### src/core/rpv_map.vh
// Purpose: register offsets, field positions and reset values of the pin-driven enable and voltage-select block
// Assumes: 8-bit register port, one aligned byte per offset
// Notes: definitions only
`ifndef RPV_MAP_VH
`define RPV_MAP_VH

`define RPV_ADDR_PIN_ENABLE_SELECT 8'h39
`define RPV_ADDR_PIN_PAIR_DVS_CONFIG 8'h3a
`define RPV_ADDR_ALT_VOLTAGE_CODE_0 8'h3b
`define RPV_ADDR_ALT_VOLTAGE_CODE_1 8'h3c
`define RPV_ADDR_ALT_VOLTAGE_CODE_2 8'h3d
`define RPV_ADDR_ALT_VOLTAGE_CODE_3 8'h3e
`define RPV_ADDR_SERIAL_READBACK 8'h3f

`define RPV_CFG_MSB 4
`define RPV_CODE_MSB 5

`define RPV_CFG_DISABLED 5'h00
`define RPV_CFG_PAIR_FIRST 5'h01
`define RPV_CFG_PAIR_LAST 5'h1c
`define RPV_CFG_SERIAL 5'h1d

`define RPV_SEQ_PIN_SLOT 3'h7
`define RPV_EN_PIN_MODE 2'h2

`define RPV_RST_PIN_SELECT 8'h00
`define RPV_RST_CFG 5'h00
`define RPV_RST_CODE 6'h00
`define RPV_RST_RDATA 8'h00

`endif

### src/core/rpv_regulator_pin_vsel.v
// Purpose: pin-driven enable and dynamic voltage selection for the third buck regulator
// Assumes: control pins synchronous to clk; register port driven by the two-wire bus engine
// Notes: codes are 0.55V plus code times the step size; step size is decoded by the analog side
// Behaviour
// - pin-select bit n lets pin n enable
// - pin enable only when slot 111, enable 10
// - enable is OR of selected pins
// - 5-bit config, 00000 uses normal voltage setting
// - codes 1 to 28 pick ascending pin pairs
// - code 11101 serial control; above reserved
// - first alternate code, 6 bits, linear from 0.55V
// - 50mV step: 000000 base, 111111 top
// - pin state 01 applies second code
// - pin state 11 applies fourth code
// - serial mode reads back applied code
`include "rpv_map.vh"
`default_nettype none

module rpv_regulator_pin_vsel (
   // clock and reset
   input wire clk,
   input wire rst,
   // register port
   input wire [7:0] reg_addr,
   input wire [7:0] reg_wdata,
   input wire reg_write,
   input wire reg_read,
   output reg [7:0] reg_rdata,
   // settings held elsewhere in the regulator block
   input wire [2:0] regulator_sequence_slot,
   input wire [1:0] regulator_enable_field,
   input wire [5:0] normal_voltage_code,
   // serial voltage commands
   input wire serial_voltage_write,
   input wire [5:0] serial_voltage_code,
   // pins
   input wire [7:0] multipurpose_control_pin,
   // regulator controls
   output reg pin_control_active,
   output reg pin_enable_request,
   output reg [5:0] applied_voltage_code
);

   reg [7:0] pin_enable_select_reg;
   reg [4:0] voltage_select_config_reg;
   reg [5:0] alt_voltage_code_zero_reg;
   reg [5:0] alt_voltage_code_one_reg;
   reg [5:0] alt_voltage_code_two_reg;
   reg [5:0] alt_voltage_code_three_reg;
   reg [5:0] serial_voltage_reg;
   reg [7:0] rdata_next;
   reg [5:0] applied_next;
   reg [1:0] pin_state;
   reg pin_ctl_next;
   reg pin_en_next;

   // {first pin, second pin} for a pair code; serial and reserved codes give pins 0/0, which nothing reads then
   function [5:0] pair_pins;
      input [4:0] code;
      begin
         case (code)
            5'h01: pair_pins = {3'h0, 3'h1};
            5'h02: pair_pins = {3'h0, 3'h2};
            5'h03: pair_pins = {3'h0, 3'h3};
            5'h04: pair_pins = {3'h0, 3'h4};
            5'h05: pair_pins = {3'h0, 3'h5};
            5'h06: pair_pins = {3'h0, 3'h6};
            5'h07: pair_pins = {3'h0, 3'h7};
            5'h08: pair_pins = {3'h1, 3'h2};
            5'h09: pair_pins = {3'h1, 3'h3};
            5'h0a: pair_pins = {3'h1, 3'h4};
            5'h0b: pair_pins = {3'h1, 3'h5};
            5'h0c: pair_pins = {3'h1, 3'h6};
            5'h0d: pair_pins = {3'h1, 3'h7};
            5'h0e: pair_pins = {3'h2, 3'h3};
            5'h0f: pair_pins = {3'h2, 3'h4};
            5'h10: pair_pins = {3'h2, 3'h5};
            5'h11: pair_pins = {3'h2, 3'h6};
            5'h12: pair_pins = {3'h2, 3'h7};
            5'h13: pair_pins = {3'h3, 3'h4};
            5'h14: pair_pins = {3'h3, 3'h5};
            5'h15: pair_pins = {3'h3, 3'h6};
            5'h16: pair_pins = {3'h3, 3'h7};
            5'h17: pair_pins = {3'h4, 3'h5};
            5'h18: pair_pins = {3'h4, 3'h6};
            5'h19: pair_pins = {3'h4, 3'h7};
            5'h1a: pair_pins = {3'h5, 3'h6};
            5'h1b: pair_pins = {3'h5, 3'h7};
            5'h1c: pair_pins = {3'h6, 3'h7};
            default: pair_pins = 6'h00;
         endcase
      end
   endfunction

   // first listed pin of the pair drives the upper state bit
   function [2:0] pair_first;
      input [4:0] code;
      reg [5:0] both;
      begin
         both = pair_pins(code);
         pair_first = both[5:3];
      end
   endfunction

   function [2:0] pair_second;
      input [4:0] code;
      reg [5:0] both;
      begin
         both = pair_pins(code);
         pair_second = both[2:0];
      end
   endfunction

   function any_selected;
      input [7:0] pins;
      input [7:0] sel;
      begin
         any_selected = |(pins & sel);
      end
   endfunction

   // voltage codes sit in the low six bits of a byte
   function [7:0] widen_code;
      input [5:0] code;
      begin
         widen_code = {2'h0, code};
      end
   endfunction

   always @* begin
      pin_ctl_next = (regulator_sequence_slot == `RPV_SEQ_PIN_SLOT) &&
                     (regulator_enable_field == `RPV_EN_PIN_MODE);
      pin_en_next = pin_ctl_next && any_selected(multipurpose_control_pin, pin_enable_select_reg);
   end

   always @* begin
      pin_state = {multipurpose_control_pin[pair_first(voltage_select_config_reg)],
                   multipurpose_control_pin[pair_second(voltage_select_config_reg)]};
      if (voltage_select_config_reg == `RPV_CFG_DISABLED) begin
         applied_next = normal_voltage_code;
      end else if (voltage_select_config_reg == `RPV_CFG_SERIAL) begin
         applied_next = serial_voltage_reg;
      end else if (voltage_select_config_reg > `RPV_CFG_SERIAL) begin
         // reserved codes: fall back to the normal setting rather than an undefined pair
         applied_next = normal_voltage_code;
      end else begin
         case (pin_state)
            2'b00: applied_next = alt_voltage_code_zero_reg;
            2'b01: applied_next = alt_voltage_code_one_reg;
            2'b10: applied_next = alt_voltage_code_two_reg;
            2'b11: applied_next = alt_voltage_code_three_reg;
            default: applied_next = alt_voltage_code_zero_reg;
         endcase
      end
   end

   always @* begin
      case (reg_addr)
         `RPV_ADDR_PIN_ENABLE_SELECT: rdata_next = pin_enable_select_reg;
         `RPV_ADDR_PIN_PAIR_DVS_CONFIG: rdata_next = {3'h0, voltage_select_config_reg};
         `RPV_ADDR_ALT_VOLTAGE_CODE_0: rdata_next = widen_code(alt_voltage_code_zero_reg);
         `RPV_ADDR_ALT_VOLTAGE_CODE_1: rdata_next = widen_code(alt_voltage_code_one_reg);
         `RPV_ADDR_ALT_VOLTAGE_CODE_2: rdata_next = widen_code(alt_voltage_code_two_reg);
         `RPV_ADDR_ALT_VOLTAGE_CODE_3: rdata_next = widen_code(alt_voltage_code_three_reg);
         `RPV_ADDR_SERIAL_READBACK: rdata_next = widen_code(applied_voltage_code);
         default: rdata_next = `RPV_RST_RDATA;
      endcase
   end

   // host-writable settings; writes to the readback address fall to the default and are dropped
   always @(posedge clk or posedge rst) begin
      if (rst) begin
         pin_enable_select_reg <= `RPV_RST_PIN_SELECT;
         voltage_select_config_reg <= `RPV_RST_CFG;
         alt_voltage_code_zero_reg <= `RPV_RST_CODE;
         alt_voltage_code_one_reg <= `RPV_RST_CODE;
         alt_voltage_code_two_reg <= `RPV_RST_CODE;
         alt_voltage_code_three_reg <= `RPV_RST_CODE;
      end else if (reg_write) begin
         case (reg_addr)
            `RPV_ADDR_PIN_ENABLE_SELECT: pin_enable_select_reg <= reg_wdata;
            `RPV_ADDR_PIN_PAIR_DVS_CONFIG: voltage_select_config_reg <= reg_wdata[`RPV_CFG_MSB:0];
            `RPV_ADDR_ALT_VOLTAGE_CODE_0: alt_voltage_code_zero_reg <= reg_wdata[`RPV_CODE_MSB:0];
            `RPV_ADDR_ALT_VOLTAGE_CODE_1: alt_voltage_code_one_reg <= reg_wdata[`RPV_CODE_MSB:0];
            `RPV_ADDR_ALT_VOLTAGE_CODE_2: alt_voltage_code_two_reg <= reg_wdata[`RPV_CODE_MSB:0];
            `RPV_ADDR_ALT_VOLTAGE_CODE_3: alt_voltage_code_three_reg <= reg_wdata[`RPV_CODE_MSB:0];
            default: ;
         endcase
      end
   end

   // setting loaded by the serial voltage command
   always @(posedge clk or posedge rst) begin
      if (rst) begin
         serial_voltage_reg <= `RPV_RST_CODE;
      end else if (serial_voltage_write) begin
         serial_voltage_reg <= serial_voltage_code;
      end
   end

   // read data holds until the next read strobe, so a slow bus engine can pick it up late
   always @(posedge clk or posedge rst) begin
      if (rst) begin
         reg_rdata <= `RPV_RST_RDATA;
      end else if (reg_read) begin
         reg_rdata <= rdata_next;
      end
   end

   // controls are registered so pin edges never reach the regulator as glitches
   always @(posedge clk or posedge rst) begin
      if (rst) begin
         pin_control_active <= 1'b0;
         pin_enable_request <= 1'b0;
         applied_voltage_code <= `RPV_RST_CODE;
      end else begin
         pin_control_active <= pin_ctl_next;
         pin_enable_request <= pin_en_next;
         applied_voltage_code <= applied_next;
      end
   end

endmodule

`default_nettype wire
### config.mk
export PLATFORM = sky130hd
export DESIGN_NAME = rpv_regulator_pin_vsel
export DESIGN_NICKNAME = d
export VERILOG_FILES = /design/src/core/rpv_regulator_pin_vsel.v
export VERILOG_INCLUDE_DIRS = /design/src /design/src/core
export SDC_FILE = /design/constraint.sdc
export NUM_CORES = 1
export LEC_CHECK = 0
export ABC_CLOCK_PERIOD_IN_PS = 2850
export BUFFER_PORTS_ARGS = -buffer_cell sky130_fd_sc_hd__buf_2
export CAP_MARGIN = 20
export CORE_MARGIN = 5
export CORE_UTILIZATION = 56
export CTS_CLUSTER_SIZE = 40
export DETAILED_ROUTE_END_ITERATION = 8
export PLACE_DENSITY = 0.8
export SLEW_MARGIN = 20
export SYNTH_ARGS = -nofsm -noshare
export SYNTH_HDL_FRONTEND = slang
export SYNTH_SLANG_ARGS = --single-unit
### constraint.sdc
create_clock -name clk -period 2.85 [get_ports clk]
set_input_delay 0.7125 -clock clk [delete_from_list [all_inputs] [get_ports clk]]
set_output_delay 0.7125 -clock clk [all_outputs]
set_load 0.1 [all_outputs]
==> flow_summary_export.csv <==
group,metric,value,unit
outcome,status,"finished clean",
routing,drt-initial-drc-count,110,
clock_network,cts_setup_buffers,0,
sta,clock-skew-final,0.005965,ns
place,dp_cells,431,
hold_path,hold_class,"input port to asynchronous set/reset pin",
cells_and_area,diodes,0,
routing,ant_nets,0,
logic_synthesis,yosys.area.top_type,"dfrtp_1",
sta,hold_viol,0,
global_routing,grtUsageTotal,23.79,%
critical_path,worst_setup_path_end_kind,"register",
clock_network,clock_latency,0.34,ns
die,fp.dieArea,7839,µm²
clock_network,root_buffer,"clkbuf_8",
logic_synthesis,avgSynthCellArea,11.52,µm²
logic_synthesis,syn-cell-area,3455,µm²
routing,vias,2688,
logic_synthesis,synth_top_family_by_area,"multiplexers",
logic_synthesis,synth.area.top_cells,"dfrtp_1, mux2_2, mux2i_1, a22oi_1, ha_1",
critical_path,cp_data_arrival_time,2.88,ns
power,power.density,517.0,nW/µm²
logic_synthesis,synth.top_cells.by_count,"dfrtp_1, mux2_2, mux2i_1",
place,port_buffers,61,
sta,period_needed,2.635,ns
clock_network,ctsHoldBuffers,0,
die,core-area,5956,µm²
logic_synthesis,synth_fp_nets,352,
global_routing,overflow,0,
critical_path,start_kind,"register",
global_routing,grt_pass1_vias,2798,
logic_synthesis,synthCells,300,
clock_network,ctsLongestPathBuffers,2,
routing,vias_per_cell,6.027,
cells_and_area,multi_input_area,1823,µm²
cells_and_area,drive_above_1_share,38.54,%
logic_synthesis,synth-seq-area-share,42.74,%
logic_synthesis,synth_fa_ha_area_share,2.173,%
clock_network,cts_tree,"yes",
cells_and_area,fillers,462,
cells_and_area,instances_no_fill,446,
clock_network,cts_buffers,9,
sta,worst_pin_slew,1.065,ns
critical_path,crit_start,"pair_first.code[3]",
flow_run,max_cap_viol_count,0,
die,die_y,88.54,µm
routing,firstDrtPassIters,4,
sta,setup-violations-final,0,
cells_and_area,nets,419,
critical_path,crit_type,"register to register",
sta,fmax,0.3795,GHz
routing,drc,0,
sta,slew-limit-headroom,28.10,%
sta,fin_crit_sh,92.46,%
critical_path,timing.rr.start,"pair_first.code[3]",
logic_synthesis,synth-edff-count,0,
logic_synthesis,synth_compound_area_share,14.02,%
logic_synthesis,async_flop_share,100.0,%
power,ir_drop,0.4373,mV
die,io_pins,62,
logic_synthesis,synthFlopType,"dfrtp_1",
clock_network,cts.clk_slew.worst_paths,0.06,ns
critical_path,critical_path_required,3.10,ns
power,p_leak,0.001937,µW
clock_network,htree_levels,3,
global_routing,grt_pass1_wl,13.95,mm
logic_synthesis,yosysMostFrequentCell,"dfrtp_1",
routing,drt_wl_total,8.640,mm
die,initial_utilization,58.00,%
critical_path,critPathMaxFanout,14,
cells_and_area,syn2layout_area_growth,16.81,%
logic_synthesis,yosys.area_share.xor_xnor,0.2535,%
sta,grt_setup_unrepaired,"false",
sta,slew_violations,0,
clock_network,clkSinkCount,59,
global_routing,antenna_found_initial,0,
routing,wl_per_cell,19.37,µm
logic_synthesis,yosys-mux-area-fraction,26.98,%
logic_synthesis,synthDistinctLibCells,57,
logic_synthesis,synth_seq_cells,59,
cells_and_area,register_area,1476,µm²
place,gp_congestion,0.9449,
global_routing,grt_max_degree,37,
logic_synthesis,yosysWarnings,0,
logic_synthesis,yosys.area_share.simple,9.344,%
die,rows,28,
clock_network,ctsResizeCount,0,
sta,tns,0,ns
logic_synthesis,netlist.area_leader.share,42.74,%
place,dp_hpwl,6.622,mm
die,die_x,88.54,µm
==> worst max-delay path: stages (launching register included) <==
cell and delay [ns]:
dfrtp_1 0.71, nand2_4 0.15, mux2i_2 0.37, mux2i_1 0.26, a2111oi_0 0.09, mux2_2 0.29, or3b_1 0.46, o221ai_1 0.21
==> final timing paths <==
check                                                 to  slack [ns]  depth (start not counted)
setup / recovery                 applied_voltage_code[4]        0.21                          7
max in group asynchronous  alt_voltage_code_three_reg[1]        2.06                          3
hold / removal                        pair_first.code[2]        0.40                          3
min in group clk                   serial_voltage_reg[1]        0.51                          1
hold reg to reg                    serial_voltage_reg[1]        0.51                          1
setup reg to reg                 applied_voltage_code[4]        0.21                          7
==> metrics by stage <==
stage	hold WS, ns	worst slack, ns	total power, µW	util, %	cell area (µm²)
6_report	0.4047	0.2149	2086	67.75	4035
5_1_grt	0.4414	0.07935	2162	67.75	4035
4_1_cts	0.4096	0.2007	2094	67.75	4035
3_5_place_dp	0.4986	0.2032	1338	64.50	3841
3_3_place_gp	0.4934	0.2931	1328	64.50	3841
2_1_floorplan	0.4752	0.3429	1222	-	3455
==> cells in the final DEF, fill, tap and decap left out, types with 2 or more instances in the layout <==
cell type	n
a2111oi_0	2
a21oi_1	6
a221oi_1	6
a22o_1	3
a22oi_1	10
a31oi_1	2
and2_1	3
and3_1	2
buf_2	61
buf_4	12
clkbuf_1	2
clkbuf_8	11
dfrtp_1	59
ha_1	6
inv_1	13
mux2_1	2
mux2_2	44
mux2i_1	34
mux4_2	2
nand2_1	13
nand2b_1	5
nand3_1	4
nand4_1	2
nor2_1	6
nor2b_1	4
nor3_1	3
nor3_2	2
o21ai_0	8
o21ai_1	2
o221ai_1	7
o22ai_1	7
or3b_1	2
==> report_power, final <==
group / leakage (µW) / internal, µW / switching (µW) / total, µW
Clock: 0.0000995 / 446 / 316 / 761
Combinational: 0.00104 / 141 / 255 / 396
Sequential: 0.000793 / 885 / 43.8 / 928
==> final cells by class <==
class | count | share of cell area [%]
clock buffer | 13 | 3.938
sequential | 59 | 36.59
clock inverter | 2 | 0.8682
multi-input combinational | 210 | 45.18
inverter | 14 | 1.302
tap | 75 | 2.326
timing repair buffer | 73 | 9.798
==> cell families after synthesis <==
| family | Yosys count |
|---|---|
| AO/OA/AOI/OAI | 64 |
| XOR/XNOR | 1 |
| adder cells (fa/ha/maj) | 6 |
| buffers and inverters | 31 |
| flip-flops | 59 |
| multiplexers | 84 |
| AND/OR/NAND/NOR | 55 |
==> per-layer routing <==
metal	GRT usage (%)	up-vias	part of all wire (%)	wire length, µm
met2	41.06	75	51	4447
li1	-	1268	-	-
met3	5.214	26	4.6	399
met5	0	-	0	0
met4	9.478	0	2.7	235
met1	28.96	1319	41	3557
No activity file was read; power rests on OpenSTA's default activity.
